File: config.mk
export PLATFORM = sky130hd
export DESIGN_NAME = svp_param_bank
export DESIGN_NICKNAME = d
export VERILOG_FILES = /design/src/svp_pkg.sv /design/src/svp_drive_if.sv /design/src/svp_drive_shaper.sv /design/src/svp_param_bank.sv
export SDC_FILE = /design/constraint.sdc
export NUM_CORES = 1
export LEC_CHECK = 0
export BUFFER_PORTS_ARGS = -buffer_cell sky130_fd_sc_hd__buf_2
export CAP_MARGIN = 20
export CORE_ASPECT_RATIO = 0.9
export CORE_MARGIN = 3
export CORE_UTILIZATION = 34
export DETAILED_ROUTE_END_ITERATION = 8
export PLACE_DENSITY_LB_ADDON = 0.12
export SYNTH_ARGS = -nofsm -noshare
export SYNTH_HDL_FRONTEND = slang
export SYNTH_SLANG_ARGS = --single-unit
File: constraint.sdc
create_clock -name CLOCK_I -period 10.8 [get_ports CLOCK_I]
set_clock_uncertainty 0.2 [all_clocks]
set_input_delay 1.62 -clock CLOCK_I [delete_from_list [all_inputs] [get_ports CLOCK_I]]
set_output_delay 1.62 -clock CLOCK_I [all_outputs]
set_load 0.02 [all_outputs]
File: src/svp_pkg.sv
// package: offsets, reset image, timing and state types of the servo parameter bank
package svp_pkg;

  // byte store geometry and data widths
  localparam int unsigned NUM_BYTES = 39;
  localparam int unsigned POS_W     = 10;
  localparam int unsigned DRIVE_W   = 16;
  localparam int unsigned ST_W      = 4;
  localparam int unsigned TICK_W    = 20;

  // byte offsets of the volatile store
  localparam logic [7:0] OFF_NODE       = 8'h00;
  localparam logic [7:0] OFF_REPLY      = 8'h01;
  localparam logic [7:0] OFF_IND_SEL    = 8'h02;
  localparam logic [7:0] OFF_REL_SEL    = 8'h03;
  localparam logic [7:0] OFF_RSVD4      = 8'h04;
  localparam logic [7:0] OFF_TEMP_HI    = 8'h05;
  localparam logic [7:0] OFF_SUP_LO     = 8'h06;
  localparam logic [7:0] OFF_SUP_HI     = 8'h07;
  localparam logic [7:0] OFF_RAMP_RATIO = 8'h08;
  localparam logic [7:0] OFF_RAMP_LIM   = 8'h09;
  localparam logic [7:0] OFF_SETTLE     = 8'h0A;
  localparam logic [7:0] OFF_LIM_BASE   = 8'h0B;
  localparam logic [7:0] OFF_LIM_GRAD   = 8'h0C;
  localparam logic [7:0] OFF_BIAS       = 8'h0E;
  localparam logic [7:0] OFF_FLOOR      = 8'h0F;
  localparam logic [7:0] OFF_CEIL       = 8'h10;
  localparam logic [7:0] OFF_OVLD       = 8'h12;
  localparam logic [7:0] OFF_TRAV_LO    = 8'h14;
  localparam logic [7:0] OFF_TRAV_HI    = 8'h16;
  localparam logic [7:0] OFF_KP         = 8'h18;
  localparam logic [7:0] OFF_KD         = 8'h1A;
  localparam logic [7:0] OFF_KI         = 8'h1C;
  localparam logic [7:0] OFF_FF1        = 8'h1E;
  localparam logic [7:0] OFF_FF2        = 8'h20;
  localparam logic [7:0] OFF_RSVD34     = 8'h22;
  localparam logic [7:0] OFF_RSVD36     = 8'h24;
  localparam logic [7:0] OFF_FLASH      = 8'h26;

  // event status, mask and live fault view
  localparam logic [7:0] OFF_STATUS     = 8'h40;
  localparam logic [7:0] OFF_MASK       = 8'h41;
  localparam logic [7:0] OFF_LIVE       = 8'h42;

  // status bit positions
  localparam int unsigned ST_TEMP    = 0;
  localparam int unsigned ST_SUP_LO  = 1;
  localparam int unsigned ST_SUP_HI  = 2;
  localparam int unsigned ST_REACHED = 3;

  // value limits
  localparam logic [7:0] BROADCAST_ADDR = 8'hFE;
  localparam logic [7:0] RAMP_RATIO_MAX = 8'h32;

  // reset values
  localparam logic [ST_W-1:0]  STATUS_RESET = 4'h0;
  localparam logic [ST_W-1:0]  MASK_RESET   = 4'h0;
  localparam logic [POS_W-1:0] POS_RESET    = 10'h000;

  // non-volatile default image, byte 38 first down to byte 0
  localparam logic [NUM_BYTES-1:0][7:0] DEFAULT_IMAGE = {
    8'h2D, 8'h00, 8'h00, 8'h00, 8'h00, 8'h00, 8'h00, 8'h00,
    8'h00, 8'h00, 8'h00, 8'h1F, 8'h40, 8'h01, 8'hB8, 8'h03,
    8'hEA, 8'h00, 8'h15, 8'h03, 8'hFE, 8'h03, 8'hFF,
    8'h00, 8'h00, 8'h00, 8'h00, 8'h00, 8'h00, 8'h2D, 8'h19,
    8'h89, 8'h5B, 8'hDE, 8'h00, 8'h35, 8'h7F, 8'h01, 8'hFD};

  // timing: one tick of 11.2 ms at a 20 ns clock
  localparam int unsigned TICK_PERIOD_US = 11200;
  localparam int unsigned CLK_PERIOD_NS  = 20;
  localparam int unsigned TICK_CYCLES    = TICK_PERIOD_US * 1000 / CLK_PERIOD_NS;

  // state of the parameter bank
  typedef struct packed {
    logic [NUM_BYTES-1:0][7:0] mem;
    logic [ST_W-1:0]           status;
    logic [ST_W-1:0]           mask;
    logic [7:0]                rdata;
    logic [TICK_W-1:0]         tick_cnt;
    logic [7:0]                ramp_cnt;
    logic                      ramp_active;
    logic [7:0]                blink_cnt;
    logic                      led;
    logic                      irq;
    logic                      addr_hit;
    logic [POS_W-1:0]          cmd_pos;
  } svp_bank_t;

  // state of the drive shaper
  typedef struct packed {
    logic signed [DRIVE_W-1:0] drive;
    logic                      reached;
  } svp_shape_t;

endpackage : svp_pkg
File: src/svp_drive_if.sv
// interface: parameters and error into the drive shaper, shaped drive back
`timescale 1ns/100ps
`default_nettype none
interface svp_drive_if;
  import svp_pkg::*;
  logic        [7:0]         settle_band;
  logic        [7:0]         drive_floor;
  logic        [15:0]        drive_ceiling;
  logic signed [POS_W:0]     pos_error;
  logic signed [DRIVE_W-1:0] raw_drive;
  logic signed [DRIVE_W-1:0] drive;
  logic                      reached;

  modport shaper (input settle_band, drive_floor, drive_ceiling, pos_error, raw_drive,
                  output drive, reached);
  modport bank   (output settle_band, drive_floor, drive_ceiling, pos_error, raw_drive,
                  input drive, reached);
endinterface : svp_drive_if
`default_nettype wire

File: src/svp_drive_shaper.sv
// module: settle band, drive floor and drive ceiling applied to the loop output
`timescale 1ns/100ps
`default_nettype none
module svp_drive_shaper (
  input  wire logic     clk_i,
  input  wire logic     rst_i,
  input  wire logic     ce_i,
  svp_drive_if.shaper   dif
);
  import svp_pkg::*;

  svp_shape_t s_q;
  svp_shape_t s_d;

  // magnitudes of error and raw drive; extra bit on the raw drive magnitude avoids overflow on the most negative value
  logic [POS_W:0]   abs_err;
  logic [DRIVE_W:0] raw_mag;
  logic [DRIVE_W:0] mag;
  logic             in_band;

  // band test first, then floor, ceiling last so it always wins
  always_comb begin
    s_d     = s_q;
    abs_err = dif.pos_error[POS_W] ? (POS_W+1)'(-dif.pos_error) : (POS_W+1)'(dif.pos_error);
    raw_mag = dif.raw_drive[DRIVE_W-1] ? -{dif.raw_drive[DRIVE_W-1], dif.raw_drive}
                                       : {1'b0, dif.raw_drive};
    in_band = (abs_err == '0) || (abs_err < {3'h0, dif.settle_band});
    mag     = raw_mag;
    if (mag != '0 && mag < {9'h000, dif.drive_floor}) begin
      mag = {9'h000, dif.drive_floor};
    end
    if (mag > {1'b0, dif.drive_ceiling}) begin
      mag = {1'b0, dif.drive_ceiling};
    end
    if (in_band) begin
      s_d.drive = '0;
    end else if (dif.raw_drive[DRIVE_W-1]) begin
      s_d.drive = DRIVE_W'(-mag);
    end else begin
      s_d.drive = DRIVE_W'(mag);
    end
    s_d.reached = in_band;
  end

  // state register, frozen while the clock enable is low
  always_ff @(posedge clk_i) begin
    if (rst_i) begin
      s_q <= '0;
    end else if (ce_i) begin
      s_q <= s_d;
    end
  end

  assign dif.drive   = s_q.drive;
  assign dif.reached = s_q.reached;

endmodule : svp_drive_shaper
`default_nettype wire

File: src/svp_param_bank.sv
// module: volatile servo parameter store with fault checks, ramp, indicator and drive shaping
//
// Design decision made here: strobed register access.
`timescale 1ns/100ps
`default_nettype none
module svp_param_bank #(
  parameter int unsigned TICK_CYC = svp_pkg::TICK_CYCLES
) (
  input  wire logic                                 CLOCK_I,
  input  wire logic                                 RST_I,
  input  wire logic                                 CE_I,
  input  wire logic        [7:0]                    ADDR_I,
  input  wire logic        [7:0]                    WDATA_I,
  input  wire logic                                 WR_I,
  input  wire logic                                 RD_I,
  output logic             [7:0]                    RDATA_O,
  output logic                                      IRQ_O,
  input  wire logic        [7:0]                    TEMP_RAW_I,
  input  wire logic        [7:0]                    SUPPLY_RAW_I,
  input  wire logic        [7:0]                    DEST_ADDR_I,
  output logic                                      ADDR_HIT_O,
  input  wire logic        [svp_pkg::POS_W-1:0]     GOAL_POS_I,
  input  wire logic                                 GOAL_STB_I,
  output logic             [svp_pkg::POS_W-1:0]     CMD_POS_O,
  input  wire logic        [svp_pkg::POS_W-1:0]     CUR_POS_I,
  input  wire logic signed [svp_pkg::DRIVE_W-1:0]   RAW_DRIVE_I,
  output logic signed      [svp_pkg::DRIVE_W-1:0]   DRIVE_O,
  output logic                                      REACHED_O,
  output logic                                      RAMP_ACTIVE_O,
  output logic                                      FAULT_LED_O
);
  import svp_pkg::*;

  svp_bank_t r_q;
  svp_bank_t r_d;

  svp_drive_if dif ();

  // decoded fields; word values pair low byte at the even offset with the next byte
  logic [7:0]      node_address;
  logic [7:0]      fault_indicator_select;
  logic [7:0]      temp_upper_limit;
  logic [7:0]      supply_lower_limit;
  logic [7:0]      supply_upper_limit;
  logic [7:0]      ramp_time_limit;
  logic [7:0]      indicator_flash_period;
  logic [15:0]     travel_lower_limit;
  logic [15:0]     travel_upper_limit;
  logic [ST_W-1:0] live;
  logic [ST_W-1:0] events;
  logic            tick;
  logic            wr_ok;

  assign node_address           = r_q.mem[OFF_NODE];
  assign fault_indicator_select = r_q.mem[OFF_IND_SEL];
  assign temp_upper_limit       = r_q.mem[OFF_TEMP_HI];
  assign supply_lower_limit     = r_q.mem[OFF_SUP_LO];
  assign supply_upper_limit     = r_q.mem[OFF_SUP_HI];
  assign ramp_time_limit        = r_q.mem[OFF_RAMP_LIM];
  assign indicator_flash_period = r_q.mem[OFF_FLASH];
  assign travel_lower_limit     = {r_q.mem[OFF_TRAV_LO + 8'h01], r_q.mem[OFF_TRAV_LO]};
  assign travel_upper_limit     = {r_q.mem[OFF_TRAV_HI + 8'h01], r_q.mem[OFF_TRAV_HI]};

  // shaper inputs come straight from the live store, so writes act on the next cycle
  assign dif.settle_band   = r_q.mem[OFF_SETTLE];
  assign dif.drive_floor   = r_q.mem[OFF_FLOOR];
  assign dif.drive_ceiling = {r_q.mem[OFF_CEIL + 8'h01], r_q.mem[OFF_CEIL]};
  assign dif.pos_error     = $signed({1'b0, r_q.cmd_pos}) - $signed({1'b0, CUR_POS_I});
  assign dif.raw_drive     = RAW_DRIVE_I;

  svp_drive_shaper u_shaper (
    .clk_i (CLOCK_I),
    .rst_i (RST_I),
    .ce_i  (CE_I),
    .dif   (dif)
  );

  // fault conditions, compared on raw codes as the limits are stored raw
  always_comb begin
    live             = '0;
    live[ST_TEMP]    = TEMP_RAW_I > temp_upper_limit;
    live[ST_SUP_LO]  = SUPPLY_RAW_I < supply_lower_limit;
    live[ST_SUP_HI]  = SUPPLY_RAW_I > supply_upper_limit;
    live[ST_REACHED] = dif.reached;
    events           = live;
  end

  assign tick = (r_q.tick_cnt == TICK_W'(TICK_CYC - 1));

  // a write is refused for reserved bytes and for values out of their legal range
  always_comb begin
    wr_ok = WR_I && (ADDR_I < 8'(NUM_BYTES));
    if (ADDR_I == OFF_RSVD4 || (ADDR_I >= OFF_RSVD34 && ADDR_I < OFF_FLASH)) begin
      wr_ok = 1'b0;
    end
    if (ADDR_I == OFF_NODE && WDATA_I >= BROADCAST_ADDR) begin
      wr_ok = 1'b0;
    end
    if (ADDR_I == OFF_RAMP_RATIO && WDATA_I > RAMP_RATIO_MAX) begin
      wr_ok = 1'b0;
    end
  end

  // next state of the whole bank
  always_comb begin
    r_d = r_q;

    // store writes; each byte is its own location
    if (wr_ok) begin
      r_d.mem[ADDR_I[5:0]] = WDATA_I;
    end
    if (WR_I && ADDR_I == OFF_MASK) begin
      r_d.mask = WDATA_I[ST_W-1:0];
    end

    // sticky events: write one to clear, a new event in the same cycle wins
    r_d.status = r_q.status;
    if (WR_I && ADDR_I == OFF_STATUS) begin
      r_d.status = r_q.status & ~WDATA_I[ST_W-1:0];
    end
    r_d.status = r_d.status | events;

    // read data valid the cycle after the strobe, zero for unmapped offsets
    r_d.rdata = 8'h00;
    if (RD_I) begin
      if (ADDR_I < 8'(NUM_BYTES)) begin
        r_d.rdata = r_q.mem[ADDR_I[5:0]];
      end else if (ADDR_I == OFF_STATUS) begin
        r_d.rdata = {{(8-ST_W){1'b0}}, r_q.status};
      end else if (ADDR_I == OFF_MASK) begin
        r_d.rdata = {{(8-ST_W){1'b0}}, r_q.mask};
      end else if (ADDR_I == OFF_LIVE) begin
        r_d.rdata = {{(8-ST_W){1'b0}}, live};
      end
    end

    // interrupt follows the status held after this cycle
    r_d.irq = |(r_d.status & r_d.mask);

    // free-running tick base
    r_d.tick_cnt = tick ? '0 : r_q.tick_cnt + 1'b1;

    // ramp window: limit byte loaded on a new goal, counted down one per tick
    if (GOAL_STB_I) begin
      r_d.ramp_cnt = ramp_time_limit;
    end else if (tick && r_q.ramp_cnt != 8'h00) begin
      r_d.ramp_cnt = r_q.ramp_cnt - 8'h01;
    end
    r_d.ramp_active = (r_d.ramp_cnt != 8'h00);

    // target confined to the travel window; lower limit wins if the window is inverted
    if (GOAL_STB_I) begin
      if ({6'h00, GOAL_POS_I} > travel_upper_limit) begin
        r_d.cmd_pos = POS_W'(travel_upper_limit);
      end else begin
        r_d.cmd_pos = GOAL_POS_I;
      end
      if ({6'h00, r_d.cmd_pos} < travel_lower_limit) begin
        r_d.cmd_pos = POS_W'(travel_lower_limit);
      end
    end

    // indicator period is the flash byte in ticks; lit for the second half of it
    if (tick) begin
      if (indicator_flash_period == 8'h00 || r_q.blink_cnt >= indicator_flash_period - 8'h01) begin
        r_d.blink_cnt = 8'h00;
      end else begin
        r_d.blink_cnt = r_q.blink_cnt + 8'h01;
      end
    end
    r_d.led = (|(r_q.status[ST_SUP_HI:ST_TEMP] & fault_indicator_select[ST_SUP_HI:ST_TEMP]))
              && (r_q.blink_cnt >= (indicator_flash_period >> 1));

    // broadcast code always matches, own address matches too
    r_d.addr_hit = (DEST_ADDR_I == BROADCAST_ADDR) || (DEST_ADDR_I == node_address);
  end

  // reboot reloads the default image; all state frozen while the enable is low
  always_ff @(posedge CLOCK_I) begin
    if (RST_I) begin
      r_q.mem         <= DEFAULT_IMAGE;
      r_q.status      <= STATUS_RESET;
      r_q.mask        <= MASK_RESET;
      r_q.rdata       <= 8'h00;
      r_q.tick_cnt    <= '0;
      r_q.ramp_cnt    <= 8'h00;
      r_q.ramp_active <= 1'b0;
      r_q.blink_cnt   <= 8'h00;
      r_q.led         <= 1'b0;
      r_q.irq         <= 1'b0;
      r_q.addr_hit    <= 1'b0;
      r_q.cmd_pos     <= POS_RESET;
    end else if (CE_I) begin
      r_q <= r_d;
    end
  end

  // outputs straight from flip-flops
  assign RDATA_O       = r_q.rdata;
  assign IRQ_O         = r_q.irq;
  assign ADDR_HIT_O    = r_q.addr_hit;
  assign CMD_POS_O     = r_q.cmd_pos;
  assign DRIVE_O       = dif.drive;
  assign REACHED_O     = dif.reached;
  assign RAMP_ACTIVE_O = r_q.ramp_active;
  assign FAULT_LED_O   = r_q.led;

endmodule : svp_param_bank
`default_nettype wire

==> results.txt <==
status: finished, final reports clean
Syn. warnings: 0
CP delay by family, top: simple AND/OR/NAND/NOR gates
Max Cap Violations: 0
Synth Flop Type: dfxtp_1
Required @ worst endpoint: 11.06 ns
most numerous cell in the Yosys netlist: dfxtp_1
Antenna Nets Post-Route: 0
Critical Path End Type: flop
Post-synth ARST share: 0
CTS Root Cell: clkbuf_16
Post-synth EDFFs: 0
Peak Freq: 0.120 GHz
final hold vios: 0
Resized cells post-CTS: 0
first-pass GRT wire length: 120 mm
RD Place Congestion: 0.842
clock network fraction of total power: 0.448
Boundary Pins: 121
initial antenna violation count: 1
VDD IR max: 120 uV
Placeable Area: 0.0630 mm2
# fillers: 6501
Detailed Place HPWL: 54.7 mm
CP startpoint kind: input port
LEAKAGE: 9.40 nW
Yosys cell types: 86
Max H-tree Level: 2
Vert. Die Dim: 246 um
Yosys top cell by area: dfxtp_1
Register Area: 0.00791 mm2
WL final: 79.9 mm
postcts setup bufs: 0
top cell type's share of synthesized area: 0.363
pin count of the biggest net entering global routing: 86
DRT Pass-1 Iters: 7
CTS max path bufs: 3
via/cell ratio: 5.63
Pwr Density: 144 mW/mm2
Cells after Synth: 2721
share of layout cells above drive strength 1: 0.105
nets: 2909
P_int: 2.54 mW
fin util: 0.388
Die Width: 273 um
setup repair after global routing missed its margin: false
CP max stage cell: nand2_1
worst hold path type: flop to flop
max_slew headroom: 0.220
CTS clock-pin slew for the worst setup and hold paths: 0.06 ns
clock sinks: 395
#FFs+latches synth: 395
top cells by area in the synthesized netlist: dfxtp_1 (36%), nand2_1 (6.5%), ha_1 (6.0%)
setup tns final: 0 ns
Initial Utilization: 0.346
Buf+Inv Stages, Crit Path: 2
Total GRT Usage: 0.230
Iteration-0 DRC Markers: 1845
Synth Cell Area: 0.0218 mm2
# setup viols final: 0
DR WL/cell: 22.2 um
fraction of power consumed by sequential logic: 0.421
CP peak stage delay: 0.80 ns
syn_nets: 2909
Rows: 87
number of buffers added on ports: 120
Clock Latency Late Sink: 0.59 ns
die area: 0.0672 mm2
Final Max Slew Viols: 0
Synth Area per Inst: 8.01 um2
DRC: 0
Post-CTS Hold Fix Bufs: 0
multi-input logic area: 0.0126 mm2
via count: 20.2k
Comb power frac: 0.131
Worst Path Class, Setup: input port to flop
clock period minus final worst setup slack: 8.36 ns
Worst Tran Pin Value: 1.17 ns
Antenna Cells: 0
GRT overflow: 0
Sw Ratio: 0.280
CTS tree: yes
Worst Path Max Fanout: 34
Net Sw Power: 0.989 mW
total CTS buffers: 46
CP Data Arrival Time: 8.62 ns
Seq/Total Area, Yosys: 0.363
final period utilization: 0.774
Commonest cells post-synth: dfxtp_1 (395), nand2_1 (375), a21oi_1 (206), nor2_1 (199), clkbuf_1 (161)
vias in the first global route: 19.1k
synth-to-layout area growth: 12.2%
==> path summary, 6_finish.rpt <==
check / startpoint / cells after the start / end / slack (ns)
max: RAW_DRIVE_I[0] / 27 / u_shaper.dif.drive[14] / 2.44
min: r_q[183] / 2 / r_q[183] / 0.25
max reg2reg: dif.drive_floor[1] / 22 / u_shaper.dif.drive[14] / 4.36
min reg2reg: r_q[183] / 2 / r_q[183] / 0.25
==> flip-flops by register name (all words and copies together) (netlist names) <==
| name | count |
|---|---|
| fault_indicator_select | 8 |
| dif.drive_floor | 8 |
| indicator_flash_period | 8 |
| r_q | 268 |
| RDATA_O | 8 |
| IRQ_O | 1 |
| temp_upper_limit | 8 |
| dif.settle_band | 8 |
| dif.drive_ceiling | 16 |
| RAMP_ACTIVE_O | 1 |
| u_shaper.dif.reached | 1 |
| u_shaper.dif.drive | 16 |
| node_address | 8 |
| supply_lower_limit | 8 |
| FAULT_LED_O | 1 |
| CMD_POS_O | 10 |
| ramp_time_limit | 8 |
| ADDR_HIT_O | 1 |
| supply_upper_limit | 8 |
==> per-layer routing <==
metal,share of wire,track usage,wire length [um],up-vias
li1,-,-,-,9663
met1,0.47,0.327,37300,9813
met2,0.45,0.371,36100,667
met3,0.060,0.0279,4790,96
met4,0.021,0.0584,1690,0
met5,0,0,0,-
==> final cells by class <==
cell class                      count  share of cell area
Inverter                          114              0.0175
Clock inverter                     22             0.00988
Timing Repair Buffer              161              0.0380
Sequential cell                   395               0.323
Tap cell                          845              0.0432
Clock buffer                       58              0.0518
Multi-Input combinational cell   2003               0.516
==> stage by stage <==
stage | worst slack, ns | std cells | total power [mW] | cell area [um2] | hold slack [ns]
global placement | 1.98 | 3512 | 1.97 | 22900 | 0.239
global route | 1.86 | 3598 | 3.66 | 24500 | 0.266
CTS | 2.52 | 3595 | 3.56 | 24400 | 0.252
floorplan | 3.00 | 2721 | 1.82 | 21800 | 0.232
finish | 2.44 | 3598 | 3.53 | 24500 | 0.254
detailed placement | 1.90 | 3515 | 1.98 | 22900 | 0.243
==> cells by family after synthesis <==
kind of cell | share of synthesized area
compound gates | 0.199
mux | 0.0793
fa+ha+maj | 0.0612
buf+inv | 0.0592
xor+xnor | 0.0301
simple gates | 0.208
flops | 0.363
==> worst register-to-register path, delay by kind of cell, from the launching register on <==
kind                       cells  cell delay (ns)
and+or+nand+nor                9             2.53
AOI/OAI and AO/OA              8             1.74
adders and majority gates      3             0.85
DFF                            1             0.52
muxes                          1             0.40
buffers and inverters          1             0.08
==> power groups by stage <==
stage               logic, mW  clock network (mW)  registers, mW
floorplan               0.293                   0           1.52
global placement        0.454                   0           1.52
detailed placement      0.458                   0           1.52
CTS                     0.460                1.61           1.49
global route            0.505                1.67           1.49
finish                  0.464                1.58           1.49
==> layout by cell type (no fill, tap or decap), types with 11 or more instances in the layout <==
| cell type | n |
|---|---|
| a21oi_1 | 206 |
| nor4_1 | 14 |
| mux2i_1 | 130 |
| mux4_2 | 13 |
| o21a_1 | 17 |
| mux2_2 | 12 |
| nand4_1 | 31 |
| dfxtp_1 | 395 |
| nand3_1 | 149 |
| a21o_1 | 21 |
| o22ai_1 | 42 |
| xnor2_1 | 42 |
| or3_1 | 16 |
| nand2_1 | 375 |
| buf_4 | 38 |
| xor2_1 | 33 |
| nor3_1 | 50 |
| buf_2 | 119 |
| clkinv_2 | 11 |
| nand2b_1 | 12 |
| clkbuf_16 | 46 |
| nor2_1 | 195 |
| a211oi_1 | 18 |
| a22oi_1 | 61 |
| inv_1 | 111 |
| o211ai_1 | 62 |
| o21ai_0 | 152 |
| ha_1 | 105 |
| nor2b_1 | 64 |
No activity file was read; power rests on OpenSTA's default activity.
